<file path="src/uopc_cfg.svh">
`ifndef UOPC_CFG_SVH
`define UOPC_CFG_SVH
// Register byte addresses on the APB bus
`define UOPC_ADDR_LINE 12'h000
`define UOPC_ADDR_PWR 12'h004
`define UOPC_ADDR_EVT 12'h008
`define UOPC_ADDR_ERREN 12'h00C
`define UOPC_ADDR_MAIN 12'h010
`define UOPC_ADDR_TSTAT 12'h014
// Line/power control field positions
`define UOPC_DP_PU 7
`define UOPC_DM_PU 6
`define UOPC_DP_PD 5
`define UOPC_DM_PD 4
`define UOPC_BUS_PWR 3
`define UOPC_DUAL_EN 2
`define UOPC_CHG_SEL 1
`define UOPC_DIS_EN 0
// Power register field positions
`define UOPC_ACT_PND 7
`define UOPC_SLP_GRD 4
`define UOPC_SUSP 1
`define UOPC_OP_EN 0
// Event register field positions
`define UOPC_EV_STALL 7
`define UOPC_EV_RESUME 5
`define UOPC_EV_QUIET 4
`define UOPC_EV_TOKEN 3
`define UOPC_EV_FRAME 2
`define UOPC_EV_ERR 1
`define UOPC_EV_RESET 0
// Main control field positions
`define UOPC_HOST_EN 3
`define UOPC_PERI_EN 0
// Readable masks of the implemented bits
`define UOPC_LINE_MASK 8'hFF
`define UOPC_PWR_MASK 8'h93
`define UOPC_EVT_MASK 8'hBF
// Timing: resume/reset 2500 ns, idle 3 ms, at 100 ns clock
`define UOPC_CLK_NS 100
`define UOPC_KSTATE_NS 2500
`define UOPC_IDLE_NS 3000000
`define UOPC_KSTATE_CYC ((`UOPC_KSTATE_NS + `UOPC_CLK_NS - 1) / `UOPC_CLK_NS)
`define UOPC_IDLE_CYC ((`UOPC_IDLE_NS + `UOPC_CLK_NS - 1) / `UOPC_CLK_NS)
`endif

</file>
<file path="src/uopc_pkg.sv">
package uopc_pkg;
    // Line state seen on D+/D- after synchronising
    typedef enum logic [1:0] {
        UOPC_LS_SE0 = 2'b00,
        UOPC_LS_J = 2'b01,
        UOPC_LS_K = 2'b10,
        UOPC_LS_SE1 = 2'b11
    } uopc_line_t;
    // Tracker of the bus reset condition
    typedef enum logic [1:0] {
        UOPC_RS_IDLE = 2'b00,
        UOPC_RS_TIMING = 2'b01,
        UOPC_RS_HELD = 2'b10
    } uopc_rst_state_t;
endpackage : uopc_pkg

</file>
<file path="src/uopc_persist.sv">
`timescale 1ns/100ps
// Counts consecutive cycles of a condition, pulses once at the threshold
module uopc_persist #(
    parameter int WIDTH = 16,
    parameter logic [WIDTH-1:0] LIMIT = 16'h0019
) (
    // Clock and reset
    input wire logic i_clk,
    input wire logic i_reset_n,
    // Condition and result
    input wire logic i_cond,
    output logic o_hit
);
    typedef struct packed {
        logic [WIDTH-1:0] cnt;
        logic hit;
    } uopc_persist_st_t;
    uopc_persist_st_t st_q, st_d;

    // Count while the condition holds, restart when it drops
    always_comb begin
        st_d = st_q;
        st_d.hit = 1'b0;
        if (!i_cond) begin
            st_d.cnt = '0;
        end else if (st_q.cnt < LIMIT) begin
            st_d.cnt = st_q.cnt + 1'b1;
            st_d.hit = (st_q.cnt == LIMIT - 1'b1);
        end
    end

    always_ff @(posedge i_clk or negedge i_reset_n) begin
        if (!i_reset_n) begin
            st_q <= '0;
        end else begin
            st_q <= st_d;
        end
    end

    assign o_hit = st_q.hit;
endmodule : uopc_persist

</file>
<file path="src/uopc_top.sv">
`timescale 1ns/100ps
`include "uopc_cfg.svh"
//
// Functional notes
// - Four enable bits 7..4 connect D+/D- pull-ups and pull-downs when set, while dual-role bit 2 is set.
// - Upper byte of each control/status register reads as zero.
// - Activity pending set while bus activity forbids suspend, with guard.
// - Suspend bit gates USB clock, lowers transceiver; hardware may clear.
// - Operation enable bit enables the whole module; zero disables it, but suspend bit still drives clock gate and transceiver.
// - Stall flag set when a STALL handshake was sent as peripheral.
// - Resume flag set when K-state persists 2.5 us on the data lines.
// - Quiet flag set when the bus stays idle 3 ms or more.
// - Token flag set when current token processing completes.
// - Clearing the token flag advances the token status FIFO.
// - Frame flag set on received SOF or host SOF threshold.
// - Read-only error summary high only for enabled error conditions.
// - Bus reset flag set once valid reset lasted 2.5 us.
// - Bus reset flag not set again until bus leaves reset.
// - Writing one clears a flag, except the error summary and a token flag with FIFO entries left; whole word written at once.
// - Stall, resume, quiet and reset flags set only in peripheral operation.
module uopc_top #(
    parameter int IDLE_CYC = `UOPC_IDLE_CYC,
    parameter int KSTATE_CYC = `UOPC_KSTATE_CYC
) (
    // Clock and reset
    input wire logic i_clk,
    input wire logic i_reset_n,
    // APB slave
    input wire logic i_psel,
    input wire logic i_penable,
    input wire logic i_pwrite,
    input wire logic [11:0] i_paddr,
    input wire logic [31:0] i_pwdata,
    output logic [31:0] o_prdata,
    output logic o_pready,
    output logic o_pslverr,
    // USB data lines (pins)
    input wire logic i_dplus,
    input wire logic i_dminus,
    // Events from the USB protocol engine (same clock)
    input wire logic i_low_speed,
    input wire logic i_stall_sent,
    input wire logic i_token_done,
    input wire logic [7:0] i_token_info,
    input wire logic i_sof_seen,
    input wire logic i_sof_threshold,
    input wire logic [7:0] i_error_flags,
    input wire logic i_bus_active,
    // Line resistor and bus power controls
    output logic o_dplus_pullup_en,
    output logic o_dminus_pullup_en,
    output logic o_dplus_pulldown_en,
    output logic o_dminus_pulldown_en,
    output logic o_bus_power_on,
    output logic o_bus_charge_select,
    output logic o_bus_discharge_en,
    // Module power state
    output logic o_module_en,
    output logic o_usb_clk_gate,
    output logic o_xcvr_low_power
);
    localparam int FIFO_DEPTH = 4;

    typedef struct packed {
        logic [1:0] dp_sync;
        logic [1:0] dm_sync;
        logic [7:0] line_ctl;
        logic sleep_guard;
        logic suspend_request;
        logic module_operation_en;
        logic activity_pending;
        logic [7:0] flags;
        logic [7:0] err_en;
        logic host_role_en;
        logic peripheral_role_en;
        uopc_pkg::uopc_rst_state_t rst_st;
        logic [FIFO_DEPTH-1:0][7:0] fifo;
        logic [2:0] fifo_cnt;
        logic [31:0] prdata;
        logic pready;
        logic pslverr;
        logic [6:0] pins;
        logic [2:0] pwr;
    } uopc_st_t;
    uopc_st_t st_q, st_d;

    // -------------------------------------------------------------
    // Line state decode and persistence timers
    // -------------------------------------------------------------
    uopc_pkg::uopc_line_t line;
    logic k_state;
    logic idle_state;
    logic se0_state;
    logic resume_hit;
    logic quiet_hit;
    logic reset_hit;

    // K is diff one at low speed, diff zero at full speed
    always_comb begin
        line = uopc_pkg::uopc_line_t'({st_q.dm_sync[1], st_q.dp_sync[1]});
        k_state = i_low_speed ? (line == uopc_pkg::UOPC_LS_J) :
            (line == uopc_pkg::UOPC_LS_K);
        idle_state = i_low_speed ? (line == uopc_pkg::UOPC_LS_K) :
            (line == uopc_pkg::UOPC_LS_J);
        se0_state = (line == uopc_pkg::UOPC_LS_SE0);
    end

    uopc_persist #(
        .WIDTH(8),
        .LIMIT(8'(KSTATE_CYC))
    ) u_resume (
        .i_clk(i_clk),
        .i_reset_n(i_reset_n),
        .i_cond(k_state && st_q.module_operation_en),
        .o_hit(resume_hit)
    );

    uopc_persist #(
        .WIDTH(16),
        .LIMIT(16'(IDLE_CYC))
    ) u_quiet (
        .i_clk(i_clk),
        .i_reset_n(i_reset_n),
        .i_cond(idle_state && st_q.module_operation_en),
        .o_hit(quiet_hit)
    );

    uopc_persist #(
        .WIDTH(8),
        .LIMIT(8'(KSTATE_CYC))
    ) u_reset (
        .i_clk(i_clk),
        .i_reset_n(i_reset_n),
        .i_cond(se0_state && st_q.module_operation_en),
        .o_hit(reset_hit)
    );

    // -------------------------------------------------------------
    // Next state
    // -------------------------------------------------------------
    logic acc;
    logic wr;
    logic rd;
    logic [7:0] set_ev;
    logic [7:0] clr_ev;
    logic [7:0] rdata;
    logic hit;
    logic pop;
    logic push;
    logic dual;

    always_comb begin
        st_d = st_q;
        acc = i_psel && i_penable && !st_q.pready;
        // Writes commit at the edge that sees the ready pulse
        wr = i_psel && i_penable && st_q.pready && i_pwrite;
        rd = acc && !i_pwrite;
        set_ev = 8'h00;
        clr_ev = 8'h00;
        rdata = 8'h00;
        hit = 1'b1;
        pop = 1'b0;
        push = 1'b0;
        dual = st_q.line_ctl[`UOPC_DUAL_EN];
        // Pins pass two flops before anything reads them
        st_d.dp_sync = {st_q.dp_sync[0], i_dplus};
        st_d.dm_sync = {st_q.dm_sync[0], i_dminus};

        // Bus reset tracker: one flag per reset episode
        case (st_q.rst_st)
            uopc_pkg::UOPC_RS_IDLE: begin
                if (se0_state) begin
                    st_d.rst_st = uopc_pkg::UOPC_RS_TIMING;
                end
            end
            uopc_pkg::UOPC_RS_TIMING: begin
                if (reset_hit) begin
                    set_ev[`UOPC_EV_RESET] = 1'b1;
                    st_d.rst_st = uopc_pkg::UOPC_RS_HELD;
                end else if (!se0_state) begin
                    st_d.rst_st = uopc_pkg::UOPC_RS_IDLE;
                end
            end
            uopc_pkg::UOPC_RS_HELD: begin
                if (!se0_state) begin
                    st_d.rst_st = uopc_pkg::UOPC_RS_IDLE;
                end
            end
            default: st_d.rst_st = uopc_pkg::UOPC_RS_IDLE;
        endcase

        // Peripheral events; flags only in peripheral role
        if (st_q.peripheral_role_en && !st_q.host_role_en) begin
            set_ev[`UOPC_EV_STALL] = i_stall_sent;
            set_ev[`UOPC_EV_RESUME] = resume_hit;
            set_ev[`UOPC_EV_QUIET] = quiet_hit;
            set_ev[`UOPC_EV_FRAME] = i_sof_seen;
        end else begin
            set_ev[`UOPC_EV_RESET] = 1'b0;
        end
        if (st_q.host_role_en) begin
            set_ev[`UOPC_EV_FRAME] = i_sof_threshold;
        end
        if (!st_q.module_operation_en) begin
            set_ev = 8'h00;
        end

        // Register decode
        case (i_paddr)
            `UOPC_ADDR_LINE: rdata = st_q.line_ctl;
            `UOPC_ADDR_PWR: rdata = {st_q.activity_pending, 2'b00,
                st_q.sleep_guard, 2'b00, st_q.suspend_request,
                st_q.module_operation_en};
            `UOPC_ADDR_EVT: rdata = st_q.flags & `UOPC_EVT_MASK;
            `UOPC_ADDR_ERREN: rdata = st_q.err_en;
            `UOPC_ADDR_MAIN: rdata = {4'h0, st_q.host_role_en, 2'b00,
                st_q.peripheral_role_en};
            `UOPC_ADDR_TSTAT: rdata = st_q.fifo[0];
            default: hit = 1'b0;
        endcase

        if (wr && hit) begin
            case (i_paddr)
                `UOPC_ADDR_LINE: st_d.line_ctl = i_pwdata[7:0];
                `UOPC_ADDR_PWR: begin
                    st_d.sleep_guard = i_pwdata[`UOPC_SLP_GRD];
                    st_d.suspend_request = i_pwdata[`UOPC_SUSP];
                    st_d.module_operation_en = i_pwdata[`UOPC_OP_EN];
                end
                `UOPC_ADDR_EVT: clr_ev = i_pwdata[7:0];
                `UOPC_ADDR_ERREN: st_d.err_en = i_pwdata[7:0];
                `UOPC_ADDR_MAIN: begin
                    st_d.host_role_en = i_pwdata[`UOPC_HOST_EN];
                    st_d.peripheral_role_en = i_pwdata[`UOPC_PERI_EN];
                end
                default: st_d.pslverr = 1'b0;
            endcase
        end

        // Set wins over clear; flags hold until written one
        st_d.flags = ((st_q.flags & ~clr_ev) | set_ev) & `UOPC_EVT_MASK;
        // Error summary is live and read-only
        st_d.flags[`UOPC_EV_ERR] = |(i_error_flags & st_q.err_en);
        if (!st_q.module_operation_en) begin
            st_d.flags[`UOPC_EV_ERR] = 1'b0;
        end

        // Token status FIFO: clearing the token flag pops it
        pop = clr_ev[`UOPC_EV_TOKEN] && st_q.flags[`UOPC_EV_TOKEN];
        push = i_token_done && st_q.module_operation_en &&
            st_q.fifo_cnt < 3'(FIFO_DEPTH);
        if (pop) begin
            for (int i = 0; i < FIFO_DEPTH - 1; i++) begin
                st_d.fifo[i] = st_q.fifo[i+1];
            end
            st_d.fifo[FIFO_DEPTH-1] = 8'h00;
        end
        if (push) begin
            st_d.fifo[pop ? st_q.fifo_cnt - 3'd1 : st_q.fifo_cnt] =
                i_token_info;
        end
        st_d.fifo_cnt = st_q.fifo_cnt + {2'b00, push} - {2'b00, pop};
        // Token flag set while entries wait to be read
        st_d.flags[`UOPC_EV_TOKEN] = (st_d.fifo_cnt != 3'd0);

        // Activity pending only meaningful with sleep guard
        st_d.activity_pending = st_q.sleep_guard &&
            (i_bus_active || st_q.fifo_cnt != 3'd0);
        // Resume activity lets hardware drop the suspend request
        if (resume_hit && st_q.suspend_request) begin
            st_d.suspend_request = 1'b0;
        end

        // APB answer: one wait state, bits 31..8 read as zero
        st_d.pready = acc;
        st_d.pslverr = acc && !hit;
        st_d.prdata = rd ? {24'h00_0000, rdata} : 32'h0000_0000;

        // Resistors: software bits when dual-role on, else role driven
        if (dual) begin
            st_d.pins[6:3] = st_q.line_ctl[7:4];
        end else begin
            st_d.pins[6] = st_q.peripheral_role_en && !st_q.host_role_en;
            st_d.pins[5] = 1'b0;
            st_d.pins[4] = st_q.host_role_en;
            st_d.pins[3] = st_q.host_role_en;
        end
        st_d.pins[2] = st_q.line_ctl[`UOPC_BUS_PWR];
        st_d.pins[1] = st_q.line_ctl[`UOPC_CHG_SEL];
        st_d.pins[0] = st_q.line_ctl[`UOPC_DIS_EN];
        if (!st_q.module_operation_en) begin
            st_d.pins = 7'h00;
        end
        st_d.pwr = {st_q.module_operation_en,
            st_q.suspend_request, st_q.suspend_request};
    end

    // -------------------------------------------------------------
    // State register
    // -------------------------------------------------------------
    always_ff @(posedge i_clk or negedge i_reset_n) begin
        if (!i_reset_n) begin
            st_q <= '0;
        end else begin
            st_q <= st_d;
        end
    end

    // Outputs straight from flops
    assign o_prdata = st_q.prdata;
    assign o_pready = st_q.pready;
    assign o_pslverr = st_q.pslverr;
    assign o_dplus_pullup_en = st_q.pins[6];
    assign o_dminus_pullup_en = st_q.pins[5];
    assign o_dplus_pulldown_en = st_q.pins[4];
    assign o_dminus_pulldown_en = st_q.pins[3];
    assign o_bus_power_on = st_q.pins[2];
    assign o_bus_charge_select = st_q.pins[1];
    assign o_bus_discharge_en = st_q.pins[0];
    assign o_module_en = st_q.pwr[2];
    assign o_usb_clk_gate = st_q.pwr[1];
    assign o_xcvr_low_power = st_q.pwr[0];
endmodule : uopc_top

</file>
<file path="config.mk">
export PLATFORM = sky130hd
export DESIGN_NAME = uopc_top
export DESIGN_NICKNAME = d
export VERILOG_FILES = /design/src/uopc_pkg.sv /design/src/uopc_persist.sv /design/src/uopc_top.sv
export VERILOG_INCLUDE_DIRS = /design/src
export SDC_FILE = /design/constraint.sdc
export NUM_CORES = 1
export LEC_CHECK = 0
export BUFFER_PORTS_ARGS = -buffer_cell sky130_fd_sc_hd__buf_4
export CAP_MARGIN = 20
export CORE_ASPECT_RATIO = 1.2
export CORE_MARGIN = 4
export CORE_UTILIZATION = 55
export DETAILED_ROUTE_END_ITERATION = 7
export PLACE_DENSITY_LB_ADDON = 0.08
export SKIP_LAST_GASP = 1
export SYNTH_ARGS = -nofsm -noshare
export SYNTH_HDL_FRONTEND = slang
export SYNTH_SLANG_ARGS = --single-unit
</file>
<file path="constraint.sdc">
create_clock -name i_clk -period 3.2 [get_ports i_clk]
set_input_delay 0.32 -clock i_clk [delete_from_list [all_inputs] [get_ports i_clk]]
set_output_delay 0.32 -clock i_clk [all_outputs]
set_load 0.005 [all_outputs]
</file>
==> results of run 1 <==
==> what timing repair did <==
item	CTS	global route
hold buffers	2	0
buffers inserted	0	0
hold endpoints to repair	2	0
setup endpoints to repair	0	0
==> state kept, by name (all words and copies together) (netlist names) <==
signal,flops
st_d,4
u_quiet.st_q,16
o_bus_discharge_en,1
o_dplus_pulldown_en,1
o_module_en,1
o_prdata,8
o_pslverr,1
st_q,63
dual,1
o_pready,1
line,2
u_reset.st_q,8
o_bus_charge_select,1
u_reset.o_hit,1
u_quiet.o_hit,1
o_dplus_pullup_en,1
o_bus_power_on,1
o_usb_clk_gate,1
u_resume.st_q,8
u_resume.o_hit,1
o_dminus_pullup_en,1
o_dminus_pulldown_en,1
==> area by class of cell <==
type	instances	area (sq um)
clock inverter	7	112.6
inverter	15	56.30
clock buffer	23	488.0
fill	810	3493
sequential	124	3103
tap	129	161.4
timing repair buffer	75	580.6
multi-input combinational	363	2521
==> metal layers <==
metal  share of wire, %  up-vias  global-route usage, %
met5                  0        -                      0
met4                1.4        0                  7.629
met3                5.3       17                  5.405
met2                 51      115                  34.53
met1                 43     2115                  28.16
li1                   -     2002                      -
==> per-stage QoR <==
stage	util (%)	hold slack, ns	setup slack [ns]	instance area, sq um	instances
floorplan	-	0.02441	0.4055	5978	548
global placement	60.81	0.3344	0.4989	6395	703
detailed placement	60.81	0.3379	0.4381	6395	703
CTS	66.71	0.03969	0.6767	7015	735
global route	66.78	0.07888	0.4729	7023	736
finish	66.78	0.01656	0.7201	7023	736
==> worst max-delay path, stage by stage, from the launching register on <==
cell and delay [ns]:
dfrtp_1 0.35, and4_1 0.22, nand4_1 0.15, nor3_2 0.25, ha_1 0.16, inv_1 0.04, ha_1 0.18, fa_1 0.37
xor2_1 0.16, xnor2_1 0.15, or3_1 0.32
==> cell usage after synthesis, types with 9 or more instances <==
cell type and number:
dfrtp_1 124, ha_1 9, buf_4 33, nor3_1 10, nor2_1 50, o221a_1 24, mux2_2 22, xor2_1 10
nand2_1 33, a22o_1 19, and3_1 13, clkbuf_1 9, xnor2_1 10, a21oi_1 13, inv_1 15, or3_1 25
nand3_1 9, o21ai_0 9, a22oi_1 9
==> final timing paths <==
| kind | to | cells past startpoint |
|---|---|---|
| setup / recovery | st_q[94] | 10 |
| hold / removal | u_reset.st_q[3] | 1 |
| setup reg to reg | st_q[94] | 10 |
| hold reg to reg | line[0] | 0 |
| max in group asynchronous | st_q[53] | 2 |
| min in group i_clk | o_prdata[0] | 2 |
==> kinds of logic (layout without fill, tap and decap cells) <==
family | count (synthesis) | count (layout)
AND/OR/NAND/NOR | 182 | 182
flip-flops | 124 | 124
AO/OA/AOI/OAI | 97 | 97
buffers and inverters | 61 | 120
multiplexers | 30 | 30
XOR/XNOR | 20 | 20
adder cells (fa/ha/maj) | 10 | 10
other | 1 | 24
==> power breakdown <==
group	switching, mW	internal (mW)
logic	0.185	0.166
clock network	0.648	1.29
registers	0.0494	1.64
total	0.883	3.10
==> results.ini, run 1 <==
[worst_setup_path]
end_kind = flip-flop
worstSetupStartpoint = o_pready
worst-path-max-fanout = 3
r2r_start = o_pready
crit_arrival_ns = 2.76
crit_type = flip-flop to flip-flop
start_kind = flip-flop
rrSetupSlack_ns = 0.72
worst_ep_required_time_ns = 3.48

[pwr]
ir_drop_mv = 0.3311
p_per_area_nw_per_um2 = 567.3
p_leak_nw = 3.385
finalPower_mw = 3.984

[yosys]
synth_top_flop_cell = dfrtp_1
synth_top_family_by_area = simple AND/OR/NAND/NOR gates
syn_area_per_cell_sq_um = 11.22
ys_seq_elements = 124
async_flop_share_pct = 100.0
yosys-top-cells-area = dfrtp_1, o221a_1, buf_4, mux2_2, nor2_1
yosysSeqAreaShare_pct = 52.67
synthSimpleGateAreaFrac_pct = 16.65
synthAdderAreaFrac_pct = 2.251
synth-xor-area-share_pct = 2.973
synth_top_area_share_pct = 52.67
ys_warn_count = 0
syn_area_sq_um = 5892
synth_cell_types = 57
yosys.area.top_type = dfrtp_1
synth_cells = 525
synth_compound_area_share_pct = 13.57
synthMuxAreaShare_pct = 5.819
synth_edf_count = 0

[floorplanning]
dieArea_sq_um = 12440
die_h_microns = 121.4
start_util_pct = 56.03
core_area_sq_um = 10520
io_pins = 117
rows = 41
die_w_microns = 102.5

[grt]
grt_max_degree = 67
grt_pass1_wl_microns = 20910
grt_util_all_layers_pct = 21.52
grt_pass1_vias = 4295
overflow = 0
antenna_found_initial = 0

[layout]
nNetsFinal = 679
final_cell_mix = dfrtp_1, buf_4, nor2_1, nand2_1, or3_1
antenna_cells = 0
final_common_cell = dfrtp_1
drive_gt1_share_pct = 21.75
syn_to_final_growth_pct = 19.20

[run_status]
status = finished clean

[sta]
worst_slew_pin_slew_ns = 0.8291
hold_viol = 0
finalMaxSlewViolations = 0
slew-limit-headroom_pct = 44.72
max_freq_mhz = 403.2
period_minus_slack_ns = 2.480
finalCritPeriodShare_pct = 77.50
tns_ns = 0
clock_skew_ns = 0.005240
final-setup-viol-count = 0
rsz0062_at_grt = no

[cts]
root_buffer = clkbuf_16
cts_resized = 0
clk_path_buf_depth = 2
cts_tree = done
cts_max_level = 4
clk_transition_reported_paths_ns = 0.05
clk_latency_ns = 0.41
numClockSinks = 124
cts_inserted_buffers = 17

[placed_design]
io_buffers = 68
gp_congestion = 0.8353
dp_hpwl_microns = 8865

[routing]
vias = 4249
drt_iter0_markers = 208
routed_wl_microns = 12630
routedWlPerCell_microns = 17.16
viasPerCell = 5.773
drc = 0
firstDrtPassIters = 6
ant_nets = 0

[run]
maxCapViolations = 0

[hold_path]
min_path_type = input pin to async pin

Power figures use the tool's default switching activity.
==> run 2, diff against run 1 <==
--- a/config.mk
+++ b/config.mk
@@ -10,7 +10,7 @@
 export CAP_MARGIN = 20
 export CORE_ASPECT_RATIO = 1.2
 export CORE_MARGIN = 4
-export CORE_UTILIZATION = 55
+export CORE_UTILIZATION = 50
 export DETAILED_ROUTE_END_ITERATION = 7
 export PLACE_DENSITY_LB_ADDON = 0.08
 export SKIP_LAST_GASP = 1
==> constraint.sdc (replaced) <==
create_clock -name i_clk -period 2 [get_ports i_clk]
set_input_delay 0.2 -clock i_clk [delete_from_list [all_inputs] [get_ports i_clk]]
set_output_delay 0.2 -clock i_clk [all_outputs]
set_load 0.005 [all_outputs]
==> results.ini, run 2 (synthesized netlist as in run 1, its figures left out) <==
[grt]
grt_util_all_layers_pct = 20.45  ; -1.1 points
antenna_found_initial = 0  ; unchanged
grt_pass1_vias = 4446  ; +3.5%
grt_pass1_wl_microns = 22160  ; +6.0%
overflow = 0  ; unchanged
grt_max_degree = 44  ; -34%

[sta]
slew-limit-headroom_pct = 57.10  ; +12 points
rsz0062_at_grt = yes
hold_viol = 0  ; unchanged
max_freq_mhz = 419.6  ; +4.1%
finalMaxSlewViolations = 0  ; unchanged
period_minus_slack_ns = 2.383  ; -0.09660 ns
layout_setup_ws_ns = -0.3833  ; -1.103 ns
finalCritPeriodShare_pct = 119.2  ; +42 points
clock_skew_ns = 0.008290  ; +0.003050 ns
final-setup-viol-count = 2  ; +2
worst_slew_pin_slew_ns = 0.6435  ; -0.1857 ns

[worst_setup_path]
worst_ep_required_time_ns = 2.28  ; -1.20 ns
r2r_start = o_pready
rrSetupSlack_ns = -0.38  ; -1.10 ns
crit_arrival_ns = 2.66  ; -0.10 ns
reg2regPathDepth = 10  ; unchanged
end_kind = flip-flop
worst-path-max-fanout = 2  ; -1
r2r-end = st_q[94]
crit_type = flip-flop to flip-flop
start_kind = flip-flop

[layout]
drive_gt1_share_pct = 28.79  ; +7.0 points
largest_register = st_q
n_fill_cell = 902  ; +11%
largest_register_ffs = 63  ; unchanged
nNetsFinal = 723  ; +6.5%
top_regs = st_q: 63 flops, u_quiet.st_q: 16 flops
final_cell_count_no_fill = 810  ; +10%
antenna_cells = 0  ; unchanged
multi_input_area_sq_um = 2590  ; +2.7%
register_area_sq_um = 3103  ; unchanged
final_common_cell = dfrtp_1
syn_to_final_growth_pct = 27.01
final_cell_mix = dfrtp_1, buf_4, nor2_1, nand2_1, or3_1

[cts]
numClockSinks = 124  ; unchanged
clk_transition_reported_paths_ns = 0.06  ; about the same
clk_path_buf_depth = 2  ; unchanged
cts_tree = done
clk_latency_ns = 0.41  ; about the same
root_buffer = clkbuf_16
cts_inserted_buffers = 17  ; unchanged
cts_max_level = 4  ; unchanged

[run_status]
status = finished with violations
violations = setup timing

[pwr]
ir_drop_mv = 0.5330  ; +61%
p_per_area_nw_per_um2 = 877.2  ; +55%
p_leak_nw = 3.603  ; +6.4%

[floorplanning]
rows = 43  ; +4.9%
dieArea_sq_um = 13590  ; +9.3%
io_pins = 117  ; unchanged
die_h_microns = 126.9  ; +4.6%
core_area_sq_um = 11570  ; +10%
start_util_pct = 50.94  ; -5.1 points
die_w_microns = 107.1  ; +4.5%

[placed_design]
dpl.cell_count = 769  ; +9.4%
detailedPlace.worstSlack_ns = -0.4399  ; -0.8780 ns
io_buffers = 68  ; unchanged
dp_hpwl_microns = 9601  ; +8.3%
gp_congestion = 0.8142  ; -2.5%

[routing]
routedWlPerCell_microns = 16.75  ; -2.4%
vias = 4351  ; +2.4%
ant_nets = 0  ; unchanged
routed_wl_microns = 13570  ; +7.4%
viasPerCell = 5.372  ; -7.0%
drt_iter0_markers = 150  ; -28%
drc = 0  ; unchanged
firstDrtPassIters = 4  ; -2

[run]
maxCapViolations = 0  ; unchanged

[hold_path]
min_path_type = input pin to flip-flop
min-delay-start = i_stall_sent
whs_path_depth = 2
hold_path_end = st_q[98]

run 2: report_power, final:
group          leakage, nW  total (mW)  internal [mW]  switching (mW)
registers             1.68        2.69           2.63          0.0621
clock network        0.285        3.13           1.99            1.14
logic                 1.64       0.744          0.382           0.362
total                 3.60        6.56           5.00            1.56
run 2: metal layers:
metal	global-route usage [%]	vias to the layer above	share of wire, %
met5	0	-	0
met4	6.020	0	0.61
met3	4.224	6	3.8
met2	34.14	87	52
met1	26.95	2163	44
li1	-	2095	-
run 2: worst max-delay path by stage:
stage                     depth (start not counted)  slack [ns]  startpoint  endpoint
after detailed placement                         11       -0.44  i_paddr[7]  st_q[94]
final                                            10       -0.38    o_pready  st_q[94]
after floorplan                                  11       -0.43    o_pready  st_q[94]
after CTS                                        10       -0.37    o_pready  st_q[94]
after global placement                           11       -0.41  i_paddr[7]  st_q[94]
after global routing                             10       -0.53    o_pready  st_q[94]
run 2: what timing repair did:
item / in CTS / in global routing
resized for setup: 3 / 4
endpoints found under the setup margin: 16 / 43
hold endpoints to repair: 42 / 0
hold buffers: 3 / 0
pin swaps: 1 / 6
setup buffers: 4 / 4
run 2: per-stage QoR:
stage | instance area [sq um] | total power [mW] | setup TNS [ns] | hold WS (ns) | util (%)
after detailed placement | 6764 | 3.421 | -4.072 | 0.2461 | 58.47
after global routing | 7483 | 6.799 | -0.9489 | 0.0004985 | 64.69
after floorplan | 6026 | 3.105 | -0.6210 | -0.09559 | -
after CTS | 7453 | 6.590 | -0.4394 | 0.003918 | 64.43
final | 7483 | 6.565 | -0.5781 | 0.01849 | 64.69
after global placement | 6764 | 3.398 | -3.159 | 0.2330 | 58.47
run 2: final cells by class:
| cell class | instances | share of cell area [%] |
|---|---|---|
| flip-flops and latches | 124 | 41.46 |
| multi-input cells | 363 | 34.61 |
| repair buffers | 119 | 12.42 |
| clock buffers | 18 | 5.869 |
| well taps | 157 | 2.625 |
| clock inverters | 14 | 2.257 |
| inverters | 15 | 0.7524 |
run 2: critical path, cell delays in order, from the launching register on:
cell and delay [ns]:
dfrtp_1 0.34, and4_1 0.20, nand4_1 0.17, nor3_4 0.27, ha_4 0.16, inv_2 0.04
ha_4 0.15, fa_2 0.34, xor2_1 0.15, xnor2_1 0.13, or3_1 0.30
==> run 3, diff against run 2 <==
--- a/config.mk
+++ b/config.mk
@@ -12,7 +12,7 @@
 export CORE_MARGIN = 4
 export CORE_UTILIZATION = 50
 export DETAILED_ROUTE_END_ITERATION = 7
-export PLACE_DENSITY_LB_ADDON = 0.08
+export PLACE_DENSITY = 0.85
 export SKIP_LAST_GASP = 1
 export SYNTH_ARGS = -nofsm -noshare
 export SYNTH_HDL_FRONTEND = slang
==> results.ini, run 3 (synthesized netlist as in run 1, its figures left out) <==
[run_status]
status = finished with violations
violations = setup timing

[floorplanning]
die_h_microns = 126.9  ; unchanged
io_pins = 117  ; unchanged
dieArea_sq_um = 13590  ; unchanged
core_area_sq_um = 11570  ; unchanged
start_util_pct = 50.94  ; unchanged
die_w_microns = 107.1  ; unchanged
rows = 43  ; unchanged

[grt]
grt_pass1_vias = 4720  ; +6.2%
grt_pass1_wl_microns = 23710  ; +7.0%
antenna_found_initial = 0  ; unchanged
overflow = 0  ; unchanged
grt_util_all_layers_pct = 21.83  ; +1.4 points
grt_max_degree = 44  ; unchanged

[layout]
final_common_cell = dfrtp_1
largest_register_ffs = 63  ; unchanged
nNetsFinal = 721  ; -0.28%
final_cell_count_no_fill = 808  ; -0.25%
design_area_sq_um = 7565  ; +1.1%
largest_register = st_q
drive_gt1_share_pct = 29.65  ; +0.86 points
final_core_util_pct = 65.40  ; +0.70 points
top_regs = st_q: 63 flops, u_quiet.st_q: 16 flops
antenna_cells = 0  ; unchanged
final_cell_mix = dfrtp_1, buf_4, nor2_1, nand2_1, or3_1
syn_to_final_growth_pct = 28.39

[sta]
slew-limit-headroom_pct = 53.37  ; -3.7 points
rsz0062_at_grt = yes
final-setup-viol-count = 2  ; unchanged
max_freq_mhz = 425.2  ; +1.3%
layout_setup_ws_ns = -0.3521  ; +0.03118 ns
clock_skew_ns = 0.006003  ; -0.002287 ns
whs_ns = 0.01944  ; +0.0009493 ns
worst_slew_pin_slew_ns = 0.6948  ; +0.05132 ns
finalMaxSlewViolations = 0  ; unchanged
tns_ns = -0.3729  ; +0.2052 ns
hold_viol = 0  ; unchanged
finalCritPeriodShare_pct = 117.6  ; -1.6 points
period_minus_slack_ns = 2.352  ; -0.03118 ns

[hold_path]
min-delay-start = i_stall_sent
min_path_type = input pin to flip-flop

[cts]
root_buffer = clkbuf_16
clk_transition_reported_paths_ns = 0.06  ; about the same
cts_max_level = 4  ; unchanged
clk_latency_ns = 0.41  ; about the same
numClockSinks = 124  ; unchanged
clk_path_buf_depth = 2  ; unchanged
cts_tree = done
cts_inserted_buffers = 17  ; unchanged

[routing]
viasPerCell = 5.809  ; +8.2%
ant_nets = 0  ; unchanged
firstDrtPassIters = 5  ; +1
routedWlPerCell_microns = 18.17  ; +8.5%
vias = 4694  ; +7.9%
drt_iter0_markers = 429  ; +190%
routed_wl_microns = 14680  ; +8.2%
drc = 0  ; unchanged

[worst_setup_path]
start_kind = flip-flop
worst_ep_required_time_ns = 2.29  ; about the same
worst-path-max-fanout = 2  ; unchanged
crit_arrival_ns = 2.64  ; -0.02 ns
crit_type = flip-flop to flip-flop
end_kind = flip-flop
worstSetupStartpoint = o_pready
r2r_start = o_pready

[placed_design]
placed_area_sq_um = 6741  ; -0.33%
dp_hpwl_microns = 9697  ; +0.99%
dpl.cell_count = 766  ; -0.39%
io_buffers = 68  ; unchanged
detailedPlace.worstSlack_ns = -0.4724  ; -0.03252 ns
gp_congestion = 0.8996  ; +10%

[pwr]
ir_drop_mv = 0.5004  ; -6.1%
p_leak_nw = 3.632  ; +0.80%
p_per_area_nw_per_um2 = 907.8  ; +3.5%
finalPower_mw = 6.867  ; +4.6%

[run]
maxCapViolations = 0  ; unchanged

## run 3: cell types whose count changed in the layout (fill, tap and decap cells not counted), sizes merged
cell      delta
buf          -2
clkinvlp     -4
inv          +1
bufinv       +2
clkbuf       -1
clkinv       +2
## run 3: worst max-delay path: stages (launching register included)
cell and delay [ns]:
dfrtp_1 0.34, and4_4 0.22, nand4_1 0.14, nor3_4 0.24
ha_4 0.16, inv_2 0.04, ha_4 0.15, fa_2 0.34
xor2_1 0.15, xnor2_1 0.13, or3_1 0.32
## run 3: layer usage
layer	track usage (%)	wire length [microns]	vias to the layer above
met1	27.61	5839	2360
met5	0	0	-
met2	36.87	7579	209
met3	4.071	832	34
li1	-	-	2091
met4	8.804	428	0
## run 3: area by class of cell
cell class / instances / area, sq um
Multi-Input combinational cell: 363 / 2625
Inverter: 15 / 56.30
Fill cell: 810 / 4003
Tap cell: 157 / 196.4
Clock inverter: 15 / 236.5
Timing Repair Buffer: 117 / 922.1
Clock buffer: 17 / 425.4
Sequential cell: 124 / 3103
## run 3: worst paths after layout
kind	slack, ns	endpoint	depth (start not counted)
worst max-delay path	-0.35	st_q[94]	10
worst min-delay path	0.02	st_q[98]	2
worst max register to register	-0.35	st_q[94]	10
worst min register to register	0.35	line[0]	0
max in group asynchronous	1.03	u_quiet.st_q[8]	3
min in group asynchronous	0.33	o_prdata[1]	2
## run 3: what timing repair did
action,CTS,global route
hold buffers,3,0
buffers inserted,4,6
hold endpoints to repair,43,0
gates resized for setup,8,10
endpoints found under the setup margin,28,44
pin swaps,7,12
## run 3: power breakdown
| group | total (mW) | internal, mW | switching [mW] |
|---|---|---|---|
| Sequential | 2.69 | 2.62 | 0.0686 |
| Combinational | 0.769 | 0.376 | 0.393 |
| Clock | 3.40 | 2.23 | 1.17 |
| Total | 6.87 | 5.23 | 1.63 |
